[src/design/scd_pkg.sv]
// Shared constants and types for the axis drive and its supervising controller
package scd_pkg;

  // ----------------------------------------
  // Timing
  // ----------------------------------------
  localparam int CLK_MHZ      = 20;
  localparam int POLL_TIME_US = 100;
  localparam int POLL_CYC     = POLL_TIME_US * CLK_MHZ;
  localparam int POLL_W       = $clog2(POLL_CYC);

  // ----------------------------------------
  // Link command codes
  // ----------------------------------------
  localparam logic [7:0] CMD_WR_MODE1  = 8'h01;
  localparam logic [7:0] CMD_WR_MODE2  = 8'h02;
  localparam logic [7:0] CMD_WR_PULSES = 8'h03;
  localparam logic [7:0] CMD_WR_INIT   = 8'h04;
  localparam logic [7:0] CMD_WR_SPEED  = 8'h05;
  localparam logic [7:0] CMD_WR_STEP   = 8'h06;
  localparam logic [7:0] CMD_FIX_POS   = 8'h20;
  localparam logic [7:0] CMD_FIX_NEG   = 8'h21;
  localparam logic [7:0] CMD_DEC_STOP  = 8'h26;
  localparam logic [7:0] CMD_SUD_STOP  = 8'h27;

  // ----------------------------------------
  // Device register fields
  // ----------------------------------------
  localparam int ST_ACC        = 2;
  localparam int ST_CONST      = 3;
  localparam int ST_DEC        = 4;
  localparam int ST_LIM_POS    = 12;
  localparam int ST_LIM_NEG    = 13;
  localparam int FACT_CEND     = 5;
  localparam int MODE1_CEND_EN = 13;
  localparam int MODE2_LIM_DEC = 2;

  // ----------------------------------------
  // Controller registers on APB
  // ----------------------------------------
  localparam logic [7:0] REG_CTRL     = 8'h00;
  localparam logic [7:0] REG_PULSES   = 8'h04;
  localparam logic [7:0] REG_INIT     = 8'h08;
  localparam logic [7:0] REG_SPEED    = 8'h0C;
  localparam logic [7:0] REG_STEP     = 8'h10;
  localparam logic [7:0] REG_SOFTP    = 8'h14;
  localparam logic [7:0] REG_SOFTN    = 8'h18;
  localparam logic [7:0] REG_STATUS   = 8'h1C;
  localparam logic [7:0] REG_IRQ_ST   = 8'h20;
  localparam logic [7:0] REG_IRQ_MASK = 8'h24;
  localparam logic [7:0] REG_POS      = 8'h28;

  localparam int CTL_START  = 0;
  localparam int CTL_DIR    = 1;
  localparam int CTL_DSTOP  = 2;
  localparam int CTL_SSTOP  = 3;
  localparam int CTL_LIMDEC = 4;

  localparam int STS_DRV    = 16;
  localparam int STS_BUSY   = 17;
  localparam int STS_PROHIB = 18;

  localparam int EV_DONE    = 0;
  localparam int EV_REFUSED = 1;
  localparam int EV_RECOVER = 2;
  localparam int EV_CEND    = 3;
  localparam int NUM_EV     = 4;

  // ----------------------------------------
  // Reset values and limits
  // ----------------------------------------
  localparam logic [31:0] RST_PULSES     = 32'h0000_0000;
  localparam logic [15:0] RST_INIT       = 16'h0100;
  localparam logic [15:0] RST_SPEED      = 16'h1000;
  localparam logic [15:0] RST_STEP       = 16'h0010;
  localparam logic [31:0] RST_SOFTP      = 32'h7FFF_FFFF;
  localparam logic [31:0] RST_SOFTN      = 32'h8000_0000;
  localparam logic [31:0] MIN_SEG_PULSES = 32'h0000_0002;

  typedef enum logic [2:0] {
    PH_IDLE, PH_ACC, PH_CONST, PH_DEC, PH_LATE, PH_FAULT
  } scd_phase_t;

  typedef enum logic [1:0] {
    HS_IDLE, HS_LOAD, HS_RUN
  } scd_hstate_t;

endpackage

[src/design/scd_link_if.sv]
// Link between the supervising controller and the axis drive
`timescale 1ns/100ps
interface scd_link_if;
  logic        cmd_valid;
  logic [7:0]  cmd_code;
  logic [31:0] cmd_data;
  logic        fact_ack;
  logic [15:0] axis_status;
  logic [15:0] irq_factor;
  logic        drive_active;
  logic        irq;
  logic [15:0] cur_speed;
  logic [31:0] logical_pos;

  modport dev (
    input  cmd_valid, cmd_code, cmd_data, fact_ack,
    output axis_status, irq_factor, drive_active, irq, cur_speed, logical_pos
  );

  modport host (
    output cmd_valid, cmd_code, cmd_data, fact_ack,
    input  axis_status, irq_factor, drive_active, irq, cur_speed, logical_pos
  );
endinterface

[src/design/scd_host_ctl.sv]
// Supervising controller: APB registers, drive start, stop guards and recovery
//
// Decided for this implementation: the APB register port and the address map.
`timescale 1ns/100ps
module scd_host_ctl
  import scd_pkg::*;
(
  // Clock and reset
  input  wire logic        pclk,
  input  wire logic        presetn,
  // APB slave
  input  wire logic        psel,
  input  wire logic        penable,
  input  wire logic        pwrite,
  input  wire logic [7:0]  paddr,
  input  wire logic [31:0] pwdata,
  output logic [31:0]      prdata,
  output logic             pready,
  output logic             pslverr,
  // Interrupt
  output logic             irq_out,
  // Axis link
  scd_link_if.host         lnk
);

  scd_hstate_t        st_q, st_d;
  logic [2:0]         ld_q, ld_d;
  logic [31:0]        pulses_q, pulses_d, softp_q, softp_d, softn_q, softn_d;
  logic [15:0]        init_q, init_d, speed_q, speed_d, step_q, step_d, judge_q, judge_d;
  logic               dir_q, dir_d, limdec_q, limdec_d;
  logic               prohib_q, prohib_d, stopped_q, stopped_d, chk_q, chk_d;
  logic [NUM_EV-1:0]  ist_q, ist_d, mask_q, mask_d, ev;
  logic [POLL_W-1:0]  poll_q, poll_d;
  logic               cv_q, cv_d, ack_q, ack_d, irq_q, irq_d;
  logic [7:0]         cc_q, cc_d;
  logic [31:0]        cd_q, cd_d, rd_q, rd_d;
  logic               rdy_q, rdy_d, err_q, err_d;
  logic               setup, wr, rd, mapped, tick, lim_fwd, flags0, fault, out_rng;
  logic signed [32:0] tgt;

  // ----------------------------------------
  // Bus, registers and supervision
  // ----------------------------------------
  always_comb begin
    st_d      = st_q;
    ld_d      = ld_q;
    pulses_d  = pulses_q;
    softp_d   = softp_q;
    softn_d   = softn_q;
    init_d    = init_q;
    speed_d   = speed_q;
    step_d    = step_q;
    judge_d   = judge_q;
    dir_d     = dir_q;
    limdec_d  = limdec_q;
    prohib_d  = prohib_q;
    stopped_d = stopped_q;
    chk_d     = 1'b0;
    mask_d    = mask_q;
    poll_d    = poll_q;
    cv_d      = 1'b0;
    cc_d      = cc_q;
    cd_d      = cd_q;
    ack_d     = 1'b0;
    ev        = '0;
    setup     = psel && !penable;
    wr        = psel && penable && rdy_q && pwrite;
    rd        = psel && penable && rdy_q && !pwrite;
    mapped    = (paddr[1:0] == 2'b00) && (paddr <= REG_POS);
    lim_fwd   = dir_q ? lnk.axis_status[ST_LIM_NEG] : lnk.axis_status[ST_LIM_POS];
    flags0    = !lnk.axis_status[ST_ACC] && !lnk.axis_status[ST_CONST] &&
                !lnk.axis_status[ST_DEC];
    fault     = lnk.drive_active && lim_fwd && flags0;
    tick      = (poll_q == POLL_W'(POLL_CYC - 1));
    tgt = $signed({lnk.logical_pos[31], lnk.logical_pos}) +
          (pwdata[CTL_DIR] ? -$signed({1'b0, pulses_q}) : $signed({1'b0, pulses_q}));
    out_rng = (tgt > $signed({softp_q[31], softp_q})) ||
              (tgt < $signed({softn_q[31], softn_q}));
    rdy_d = setup;
    err_d = setup && !mapped;
    rd_d  = 32'h0000_0000;
    if (setup && !pwrite) begin
      case (paddr)
        REG_CTRL:     rd_d = {27'h000_0000, limdec_q, 2'b00, dir_q, 1'b0};
        REG_PULSES:   rd_d = pulses_q;
        REG_INIT:     rd_d = {16'h0000, init_q};
        REG_SPEED:    rd_d = {16'h0000, speed_q};
        REG_STEP:     rd_d = {16'h0000, step_q};
        REG_SOFTP:    rd_d = softp_q;
        REG_SOFTN:    rd_d = softn_q;
        REG_STATUS:   rd_d = {13'h0000, prohib_q, st_q != HS_IDLE, lnk.drive_active,
                              lnk.axis_status};
        REG_IRQ_ST:   rd_d = {28'h000_0000, ist_q};
        REG_IRQ_MASK: rd_d = {28'h000_0000, mask_q};
        REG_POS:      rd_d = lnk.logical_pos;
        default: ;
      endcase
    end
    if (wr) begin
      case (paddr)
        REG_CTRL:     limdec_d = pwdata[CTL_LIMDEC];
        REG_PULSES:   pulses_d = pwdata;
        REG_INIT:     init_d   = pwdata[15:0];
        REG_SPEED:    speed_d  = pwdata[15:0];
        REG_STEP:     step_d   = pwdata[15:0];
        REG_SOFTP:    softp_d  = pwdata;
        REG_SOFTN:    softn_d  = pwdata;
        REG_IRQ_MASK: mask_d   = pwdata[NUM_EV-1:0];
        default: ;
      endcase
    end
    unique case (st_q)
      HS_IDLE: begin
        poll_d = '0;
        if (wr && paddr == REG_CTRL && pwdata[CTL_START]) begin
          if (pulses_q < MIN_SEG_PULSES || out_rng) begin
            ev[EV_REFUSED] = 1'b1;
          end else begin
            st_d      = HS_LOAD;
            ld_d      = 3'd0;
            dir_d     = pwdata[CTL_DIR];
            prohib_d  = 1'b0;
            stopped_d = 1'b0;
            judge_d   = init_q + ((speed_q - init_q) >> 1);
          end
        end
      end
      HS_LOAD: begin
        cv_d = 1'b1;
        ld_d = ld_q + 3'd1;
        unique case (ld_q)
          3'd0: begin
            cc_d = CMD_WR_MODE1;
            cd_d = 32'h0000_0001 << MODE1_CEND_EN;
          end
          3'd1: begin
            cc_d = CMD_WR_MODE2;
            cd_d = {31'h0000_0000, limdec_q} << MODE2_LIM_DEC;
          end
          3'd2: begin
            cc_d = CMD_WR_PULSES;
            cd_d = pulses_q;
          end
          3'd3: begin
            cc_d = CMD_WR_INIT;
            cd_d = {16'h0000, init_q};
          end
          3'd4: begin
            cc_d = CMD_WR_SPEED;
            cd_d = {16'h0000, speed_q};
          end
          3'd5: begin
            cc_d = CMD_WR_STEP;
            cd_d = {16'h0000, step_q};
          end
          default: begin
            cc_d = dir_q ? CMD_FIX_NEG : CMD_FIX_POS;
            cd_d = 32'h0000_0000;
            st_d = HS_RUN;
          end
        endcase
      end
      HS_RUN: begin
        poll_d = tick ? '0 : poll_q + POLL_W'(1);
        if (fault && !stopped_q && (tick || chk_q)) begin
          cv_d             = 1'b1;
          cc_d             = CMD_SUD_STOP;
          stopped_d        = 1'b1;
          ev[EV_RECOVER]   = 1'b1;
        end else if (lnk.irq && lnk.irq_factor[FACT_CEND] && !ack_q) begin
          prohib_d     = 1'b1;
          ack_d        = 1'b1;
          chk_d        = 1'b1;
          ev[EV_CEND]  = 1'b1;
          cv_d         = 1'b1;
          cc_d         = CMD_WR_MODE1;
          cd_d         = 32'h0000_0000;
        end else if (!lnk.drive_active && !cv_q) begin
          // Late end interrupt is taken before done
          st_d          = HS_IDLE;
          ev[EV_DONE]   = 1'b1;
        end else if (wr && paddr == REG_CTRL && pwdata[CTL_SSTOP]) begin
          cv_d = 1'b1;
          cc_d = CMD_SUD_STOP;
        end else if (wr && paddr == REG_CTRL && pwdata[CTL_DSTOP]) begin
          if (!prohib_q && lnk.cur_speed >= judge_q &&
              (lnk.axis_status[ST_ACC] || lnk.axis_status[ST_CONST])) begin
            cv_d = 1'b1;
            cc_d = CMD_DEC_STOP;
          end else begin
            ev[EV_REFUSED] = 1'b1;
          end
        end
      end
    endcase
    // Event set wins over read clear
    ist_d = ((rd && paddr == REG_IRQ_ST) ? '0 : ist_q) | ev;
    irq_d = |(ist_d & mask_d);
  end

  always_ff @(posedge pclk or negedge presetn) begin
    if (!presetn) begin
      st_q      <= HS_IDLE;
      ld_q      <= 3'd0;
      pulses_q  <= RST_PULSES;
      softp_q   <= RST_SOFTP;
      softn_q   <= RST_SOFTN;
      init_q    <= RST_INIT;
      speed_q   <= RST_SPEED;
      step_q    <= RST_STEP;
      judge_q   <= RST_INIT;
      dir_q     <= 1'b0;
      limdec_q  <= 1'b0;
      prohib_q  <= 1'b0;
      stopped_q <= 1'b0;
      chk_q     <= 1'b0;
      ist_q     <= '0;
      mask_q    <= '0;
      poll_q    <= '0;
      cv_q      <= 1'b0;
      cc_q      <= 8'h00;
      cd_q      <= 32'h0000_0000;
      ack_q     <= 1'b0;
      irq_q     <= 1'b0;
      rd_q      <= 32'h0000_0000;
      rdy_q     <= 1'b0;
      err_q     <= 1'b0;
    end else begin
      st_q      <= st_d;
      ld_q      <= ld_d;
      pulses_q  <= pulses_d;
      softp_q   <= softp_d;
      softn_q   <= softn_d;
      init_q    <= init_d;
      speed_q   <= speed_d;
      step_q    <= step_d;
      judge_q   <= judge_d;
      dir_q     <= dir_d;
      limdec_q  <= limdec_d;
      prohib_q  <= prohib_d;
      stopped_q <= stopped_d;
      chk_q     <= chk_d;
      ist_q     <= ist_d;
      mask_q    <= mask_d;
      poll_q    <= poll_d;
      cv_q      <= cv_d;
      cc_q      <= cc_d;
      cd_q      <= cd_d;
      ack_q     <= ack_d;
      irq_q     <= irq_d;
      rd_q      <= rd_d;
      rdy_q     <= rdy_d;
      err_q     <= err_d;
    end
  end

  assign lnk.cmd_valid = cv_q;
  assign lnk.cmd_code  = cc_q;
  assign lnk.cmd_data  = cd_q;
  assign lnk.fact_ack  = ack_q;
  assign prdata        = rd_q;
  assign pready        = rdy_q;
  assign pslverr       = err_q;
  assign irq_out       = irq_q;

endmodule

[src/flat_wrapper.sv]
// flat-port wrapper written by rule: the top's interface ports become plain ports
module scd_host_ctl_flat import scd_pkg::*;
  (pclk, presetn, psel, penable, pwrite, paddr, pwdata, prdata, pready, pslverr, irq_out, lnk_cmd_valid, lnk_cmd_code, lnk_cmd_data, lnk_fact_ack, lnk_axis_status, lnk_irq_factor, lnk_drive_active, lnk_irq, lnk_cur_speed, lnk_logical_pos);
  scd_link_if lnk_i ();
  input  wire logic pclk;
  input  wire logic presetn;
  input  wire logic psel;
  input  wire logic penable;
  input  wire logic pwrite;
  input  wire logic [7:0] paddr;
  input  wire logic [31:0] pwdata;
  output logic [31:0] prdata;
  output logic pready;
  output logic pslverr;
  output logic irq_out;
  output wire logic [$bits(lnk_i.cmd_valid)-1:0] lnk_cmd_valid;
  output wire logic [$bits(lnk_i.cmd_code)-1:0] lnk_cmd_code;
  output wire logic [$bits(lnk_i.cmd_data)-1:0] lnk_cmd_data;
  output wire logic [$bits(lnk_i.fact_ack)-1:0] lnk_fact_ack;
  input wire logic [$bits(lnk_i.axis_status)-1:0] lnk_axis_status;
  input wire logic [$bits(lnk_i.irq_factor)-1:0] lnk_irq_factor;
  input wire logic [$bits(lnk_i.drive_active)-1:0] lnk_drive_active;
  input wire logic [$bits(lnk_i.irq)-1:0] lnk_irq;
  input wire logic [$bits(lnk_i.cur_speed)-1:0] lnk_cur_speed;
  input wire logic [$bits(lnk_i.logical_pos)-1:0] lnk_logical_pos;
  assign lnk_cmd_valid = lnk_i.cmd_valid;
  assign lnk_cmd_code = lnk_i.cmd_code;
  assign lnk_cmd_data = lnk_i.cmd_data;
  assign lnk_fact_ack = lnk_i.fact_ack;
  assign lnk_i.axis_status = lnk_axis_status;
  assign lnk_i.irq_factor = lnk_irq_factor;
  assign lnk_i.drive_active = lnk_drive_active;
  assign lnk_i.irq = lnk_irq;
  assign lnk_i.cur_speed = lnk_cur_speed;
  assign lnk_i.logical_pos = lnk_logical_pos;
  scd_host_ctl u_core (.pclk(pclk), .presetn(presetn), .psel(psel), .penable(penable), .pwrite(pwrite), .paddr(paddr), .pwdata(pwdata), .prdata(prdata), .pready(pready), .pslverr(pslverr), .irq_out(irq_out), .lnk(lnk_i));
endmodule
[config.mk]
export PLATFORM = sky130hd
export DESIGN_NAME = scd_host_ctl_flat
export DESIGN_NICKNAME = d
export VERILOG_FILES = /design/src/design/scd_pkg.sv /design/src/design/scd_link_if.sv /design/src/design/scd_host_ctl.sv /design/src/flat_wrapper.sv
export SDC_FILE = /design/constraint.sdc
export NUM_CORES = 1
export LEC_CHECK = 0
export ABC_AREA = 1
export BUFFER_PORTS_ARGS = -buffer_cell sky130_fd_sc_hd__buf_2
export CAP_MARGIN = 0
export CORE_MARGIN = 2
export CORE_UTILIZATION = 40
export DETAILED_ROUTE_END_ITERATION = 6
export GPL_TIMING_DRIVEN = 0
export PLACE_DENSITY_LB_ADDON = 0.2
export SLEW_MARGIN = 5
export SYNTH_ARGS = -nofsm -noshare
export SYNTH_HDL_FRONTEND = slang
export SYNTH_SLANG_ARGS = --single-unit
[constraint.sdc]
create_clock -name pclk -period 9.8 [get_ports pclk]
set_clock_uncertainty 0.1 [all_clocks]
set_input_delay 0.98 -clock pclk [delete_from_list [all_inputs] [get_ports pclk]]
set_output_delay 0.98 -clock pclk [all_outputs]
set_load 0.03 [all_outputs]
== Word level (Yosys, flattened, before mapping) ==
Cells that the tools add are included.

* Input port bits: 127
* Bits in registers: 265
* Word-level logic and storage cells: 192

* Equality and inequality tests: 29
* Multiplexer cells: 62
* Magnitude comparators: 5
* Bitwise gates (word level): 3
* Add/subtract/negate cells: 6
* Reduce and logical (&&, ||, !) cells: 63

{| class="wikitable"
|+ Operators by type and width
! kind !! count
|-
| case mux 32 bit (11 select lines) || 1
|-
| case mux 32 bit (6 select lines) || 1
|-
| 2-to-1 mux 32 bit || 3
|-
| case mux 32 bit (2 select lines) || 1
|-
| 2-to-1 mux 8 bit || 6
|-
| case mux 8 bit (6 select lines) || 1
|-
| adder 32 x 33 -> 33 bit || 1
|-
| greater-than comparator 33 x 32 -> 1 bit || 1
|-
| less-than comparator 33 x 32 -> 1 bit || 1
|-
| 2-to-1 mux 33 bit || 1
|-
| negator 32 -> 33 bit || 1
|-
| equality test 8 x 5 -> 1 bit (second input constant) || 4
|-
| less-than comparator 32 x 2 -> 1 bit (second input constant) || 1
|-
| 2-to-1 mux 1 bit || 25
|-
| equality test 8 x 6 -> 1 bit (second input constant) || 3
|-
| logical AND 1 bit || 24
|-
| case mux 11 bit (2 select lines) || 1
|-
| 2-to-1 mux 2 bit || 9
|-
| adder 16 x 15 -> 16 bit || 1
|-
| equality test 8 x 4 -> 1 bit (second input constant) || 2
|-
| greater-or-equal comparator 16 bit || 1
|-
| case mux 8 bit (2 select lines) || 1
|-
| subtractor 16 bit || 1
|-
| AND reduction 2 bit || 7
|-
| other kinds (35) || 70
|}

== Logic depth before layout (Yosys ltp) ==
* Depth in word-level cells: 14
* Gate-level depth with buffers: 37
* Depth with buffers taken out: 37

== Least setup slack after synthesis ==
Ideal clock, no wire load.

* Path type: input to register
* Start point: input port pwdata[1]
* End point: register u_core.judge_q[10]
* Slack: 5.117 ns
* Cell stages on the path: 27
* Arrival time: 4.466 ns
* Setup time: 0.117 ns
* Data required time: 9.583 ns
* Path through: clkbuf_1 > nand2_1 > o21ai_0 > inv_1 > fa_1 > o21ai_1 > a21oi_1 > o21ai_1 > nand3_1 > nand3_1 > a31oi_1 > xor2_1 > ha_1 > nand2_1 > nor2_2 > nand2_2 > nor2_2 > nand2_1 > nand2_1 > nor2_1 > nand3_1 > nand2_1 > nor2_4 > nand3_4 > buf_6 > o21ai_1 > inv_1

* Word-level cells in the longest chain between the ends: 7

{| class="wikitable"
|+ Ends and longest elaborated chain
! item !! RTL line !! text
|-
| start: declaration || flat_wrapper.sv:11 || <nowiki>input wire logic [31:0] pwdata;</nowiki>
|-
| 2-to-1 mux 33 bit (*) || scd_host_ctl.sv:76 || <nowiki>(pwdata[CTL_DIR] ? -$signed({1'b0, pulses_q}) : $signed({1'b0, pulses_q}));</nowiki>
|-
| adder 32 x 33 -> 33 bit (*) || scd_host_ctl.sv:75 || <nowiki>tgt = $signed({lnk.logical_pos[31], lnk.logical_pos}) +</nowiki>
|-
| greater-than comparator 33 x 32 -> 1 bit / less-than comparator 33 x 32 -> 1 bit (equally long branches) || scd_host_ctl.sv:77, scd_host_ctl.sv:78 ||
|-
| logical OR 1 bit (*) || scd_host_ctl.sv:77 || <nowiki>out_rng = (tgt > $signed({softp_q[31], softp_q})) ||</nowiki>
|-
| logical OR 1 bit (*) || scd_host_ctl.sv:116 || <nowiki>if (pulses_q < MIN_SEG_PULSES || out_rng) begin</nowiki>
|-
| inverter 1 bit (no source line) (*) || - ||
|-
| AND reduction 3 bit (no source line) (*) || - ||
|-
| end signal: assignment || scd_host_ctl.sv:237 || <nowiki>judge_q <= judge_d;</nowiki>
|-
| end: declaration || scd_host_ctl.sv:29 || <nowiki>logic [15:0] init_q, init_d, speed_q, speed_d, step_q, step_d, judge_q, judge_d;</nowiki>
|}

Mark *: on every way between the ends. The rest lies on a longest branch, timed or not.
A chain may end at the register's enable or synchronous reset.

== Final worst setup path ==
* Start point: register u_core.pulses_q[0]
* End point: register u_core.judge_q[10]

* Word-level cells in the longest chain between the ends: 8

{| class="wikitable"
|+ Ends and longest elaborated chain
! item !! RTL line !! text
|-
| start: declaration || scd_host_ctl.sv:28 || <nowiki>logic [31:0] pulses_q, pulses_d, softp_q, softp_d, softn_q, softn_d;</nowiki>
|-
| start signal: assignment || scd_host_ctl.sv:231 || <nowiki>pulses_q <= pulses_d;</nowiki>
|-
| negator 32 -> 33 bit || scd_host_ctl.sv:76 ||
|-
| 2-to-1 mux 33 bit || scd_host_ctl.sv:76 ||
|-
| adder 32 x 33 -> 33 bit || scd_host_ctl.sv:75 ||
|-
| greater-than comparator 33 x 32 -> 1 bit / less-than comparator 33 x 32 -> 1 bit (equally long branches) || scd_host_ctl.sv:77, scd_host_ctl.sv:78 ||
|-
| logical OR 1 bit || scd_host_ctl.sv:77 ||
|-
| logical OR 1 bit (*) || scd_host_ctl.sv:116 ||
|-
| inverter 1 bit (no source line) (*) || - ||
|-
| AND reduction 3 bit (no source line) (*) || - ||
|}

Marked as above.

==> run summary <==
F_max = 0.1579 GHz
Fin crit period = 6335 ps
Clk Tree Root Cell = clkbuf_16
FF+latch count, synth = 261
Yosys cell types = 58
# IOs = 204
CTS sink cnt = 261
Depth of the CTS H-tree = 1
Drc violations = 0
Post-CTS sizing = 0
CTS Hold Bufs = 0
Number of synthesized flops with an enable pin = 0
Register area share after synthesis = 37.41%
Slew HR = 43.52%
Detailed Place HPWL = 51920 um
Worst Hold Class = in -> async
Row cnt = 76
Setup TNS = 0 ps
Tot Pwr = 3.080 mW
Final non-filler cell total = 3111
Initial drt markers = 1559
GP Congestion = 0.9745
PnR worst setup slack = 3465 ps
RSZ-0062 raised after global routing = false
CP startpoint kind = flop
Post-Syn Area = 17580 um2
Synth warnings = 0
Outcome = finished clean
CTS tree = done
GR Util All Layers = 28.51%
Port Buffers = 184
Final Util = 47.19%
# nets final = 2789
Synth Instances = 2281
Placed Instance Area = 19310 um2
Clock-pin slew on the worst setup and hold paths = 60 ps
Drt first pass iters = 5
Vias per inst = 5.494
Final setup viols = 0
Worst-Margin Slew = 847.1 ps
CP max-delay cell = dfrtp_1
Max-cap violation count = 0
Data required, critical path = 10180 ps
Layout cells sized above 1 = 13.30%
Area growth, synth to finish = 16.13%
Worst IR drop on VDD = 0.1377 mV
Fin. Hold Viols = 0
Initial antenna violation count = 0
ANT nets after route = 0
Die area = 45640 um2
Pwr Density = 150.9 nW/um2
Largest net degree at the start of global routing = 115
Place WS = 3150 ps
Overflow after GRT = 0
CP max stage delay = 530 ps
Top_reg_cell synth = dfrtp_1
Syn_area_per_cell = 7.707 um2
Maximum clock path buffer count = 3
N_diodes = 0
Period utilization = 64.64%
Worst-skew pair later-pin latency = 600 ps
TritonCTS buffer count = 30
Slew Viols, Final = 0
Setup repair bufs after CTS = 0
CP max FO = 10
Placed Cells = 3055
Via Count = 17090
Routed wire per std cell = 20.92 um
WP data arrival = 6720 ps
Critical setup path kind = reg -> reg
Core box area = 43270 um2
Fillers = 4371
Starting density of the core = 40.63%
Ys async rst share = 100.0%
Die height = 213.6 um
Static leakage = 10.11 nW
Worst Hold Slack = 193.0 ps
Crit-path most repeated cell = nand2_1
Die width = 213.6 um
Worst Setup End Kind = flop
Design Area, Final = 20420 um2
First-pass GRT wire length = 98130 um
Number of global-route vias before repair = 16730
WL final = 65100 um
[worst max-delay path, delay by kind of cell, from the launching register on]
| family | cells | cell delay (ps) |
|---|---|---|
| and+or+nand+nor | 19 | 2930 |
| adders and majority gates | 3 | 840 |
| AOI/OAI and AO/OA | 4 | 820 |
| xor gates and xnor gates | 2 | 310 |
| DFF | 1 | 530 |
| buffers and inverters | 5 | 700 |
[per-layer routing]
| layer | vias up | global-route usage [%] | wire [um] |
|---|---|---|---|
| met3 | 113 | 3.500 | 4596 |
| met1 | 8242 | 40.39 | 29240 |
| li1 | 8056 | - | - |
| met2 | 682 | 45.23 | 29180 |
| met4 | 0 | 9.435 | 2087 |
| met5 | - | 0 | 0 |
[cell type report]
type                    count  area (um2)  area share, %
multi-input cells        1650        9552          46.78
flip-flops and latches    261        6576          32.21
inverters                 300        1126          5.515
repair buffers            186       985.9          4.829
clock buffers              40       858.3          4.204
well taps                 585       732.0          3.585
plain buffers              73       337.8          1.655
clock inverters            16       249.0          1.220
[sequential cells by signal, indices dropped and copies added, names as in the netlist, 4 cells and up]
signal               flops
u_core.lnk.cmd_data     32
u_core.prdata           32
u_core.pulses_q         32
u_core.softn_q          32
u_core.softp_q          32
u_core.init_q           16
u_core.judge_q          16
u_core.speed_q          16
u_core.step_q           16
u_core.poll_q           11
u_core.ist_q             4
u_core.lnk.cmd_code      4
u_core.mask_q            4
[synthesized netlist by cell type, types with 3 or more instances]
cell type,instances,area (um2)
inv_2,7,26.28
a21boi_0,3,22.52
fa_1,3,60.06
a221oi_1,28,245.2
o21ai_1,39,195.2
nand2_1,575,2158
o21ai_0,201,1006
a21oi_1,144,720.7
nand3_1,90,450.4
a31oi_1,13,81.33
ha_1,157,1964
a21o_1,10,75.07
nor4_1,7,43.79
o31ai_1,4,30.03
o22ai_1,36,225.2
buf_4,7,52.55
xnor2_1,31,271.5
o2111ai_1,19,166.4
nand4_1,12,75.07
dfrtp_1,225,5630
a41oi_1,4,35.03
o21a_1,3,22.52
o211ai_1,4,30.03
nor2_4,4,45.04
nor3_1,24,120.1
buf_2,12,60.06
dfstp_2,36,945.9
inv_1,291,1092
nand2_2,8,50.05
o21bai_1,6,45.04
xor2_1,64,560.5
nor2_1,112,420.4
a22o_1,4,35.03
clkbuf_1,51,191.4
nor2_2,8,50.05
buf_6,3,33.78
a32o_1,9,90.09
[layout by cell type, fill, tap and decap left out, types with 8 or more instances in the layout]
| master | n |
|---|---|
| a21o_1 | 10 |
| a21oi_1 | 144 |
| a221oi_1 | 28 |
| a31oi_1 | 13 |
| a32o_1 | 9 |
| buf_2 | 195 |
| clkbuf_1 | 54 |
| clkbuf_16 | 30 |
| dfrtp_1 | 225 |
| dfstp_2 | 36 |
| ha_1 | 157 |
| inv_1 | 291 |
| nand2_1 | 575 |
| nand2_2 | 8 |
| nand3_1 | 90 |
| nand4_1 | 12 |
| nor2_1 | 112 |
| nor2_2 | 8 |
| nor3_1 | 24 |
| o2111ai_1 | 19 |
| o21ai_0 | 201 |
| o21ai_1 | 39 |
| o22ai_1 | 36 |
| xnor2_1 | 31 |
| xor2_1 | 64 |
[cell families after synthesis]
| logic type | synth area share, % |
|---|---|
| other | 0.02133 |
| buffers and inverters | 8.327 |
| DFF | 37.41 |
| and+or+nand+nor | 20.23 |
| xor gates and xnor gates | 4.733 |
| adders and majority gates | 11.52 |
| AOI/OAI and AO/OA | 17.76 |
[final timing paths]
| kind | from | end | slack, ps | depth (start not counted) |
|---|---|---|---|---|
| max | u_core.pulses_q[0] | u_core.judge_q[10] | 3470 | 33 |
| min | presetn | u_core.softn_q[9] | 190 | 1 |
| max reg2reg | u_core.pulses_q[0] | u_core.judge_q[10] | 3470 | 33 |
| min reg2reg | u_core.lnk.cmd_data[20] | u_core.lnk.cmd_data[20] | 380 | 2 |
| max in group asynchronous | presetn | u_core.softp_q[29] | 8040 | 3 |
| min in group pclk | u_core.lnk.cmd_data[20] | u_core.lnk.cmd_data[20] | 380 | 2 |
[power breakdown]
part	internal, mW	switching, mW	leakage, nW
logic	0.203	0.493	6.11
clock network	0.772	0.483	0.551
registers	1.11	0.0217	3.45
Note: power is estimated with default switching activity, not from simulation.
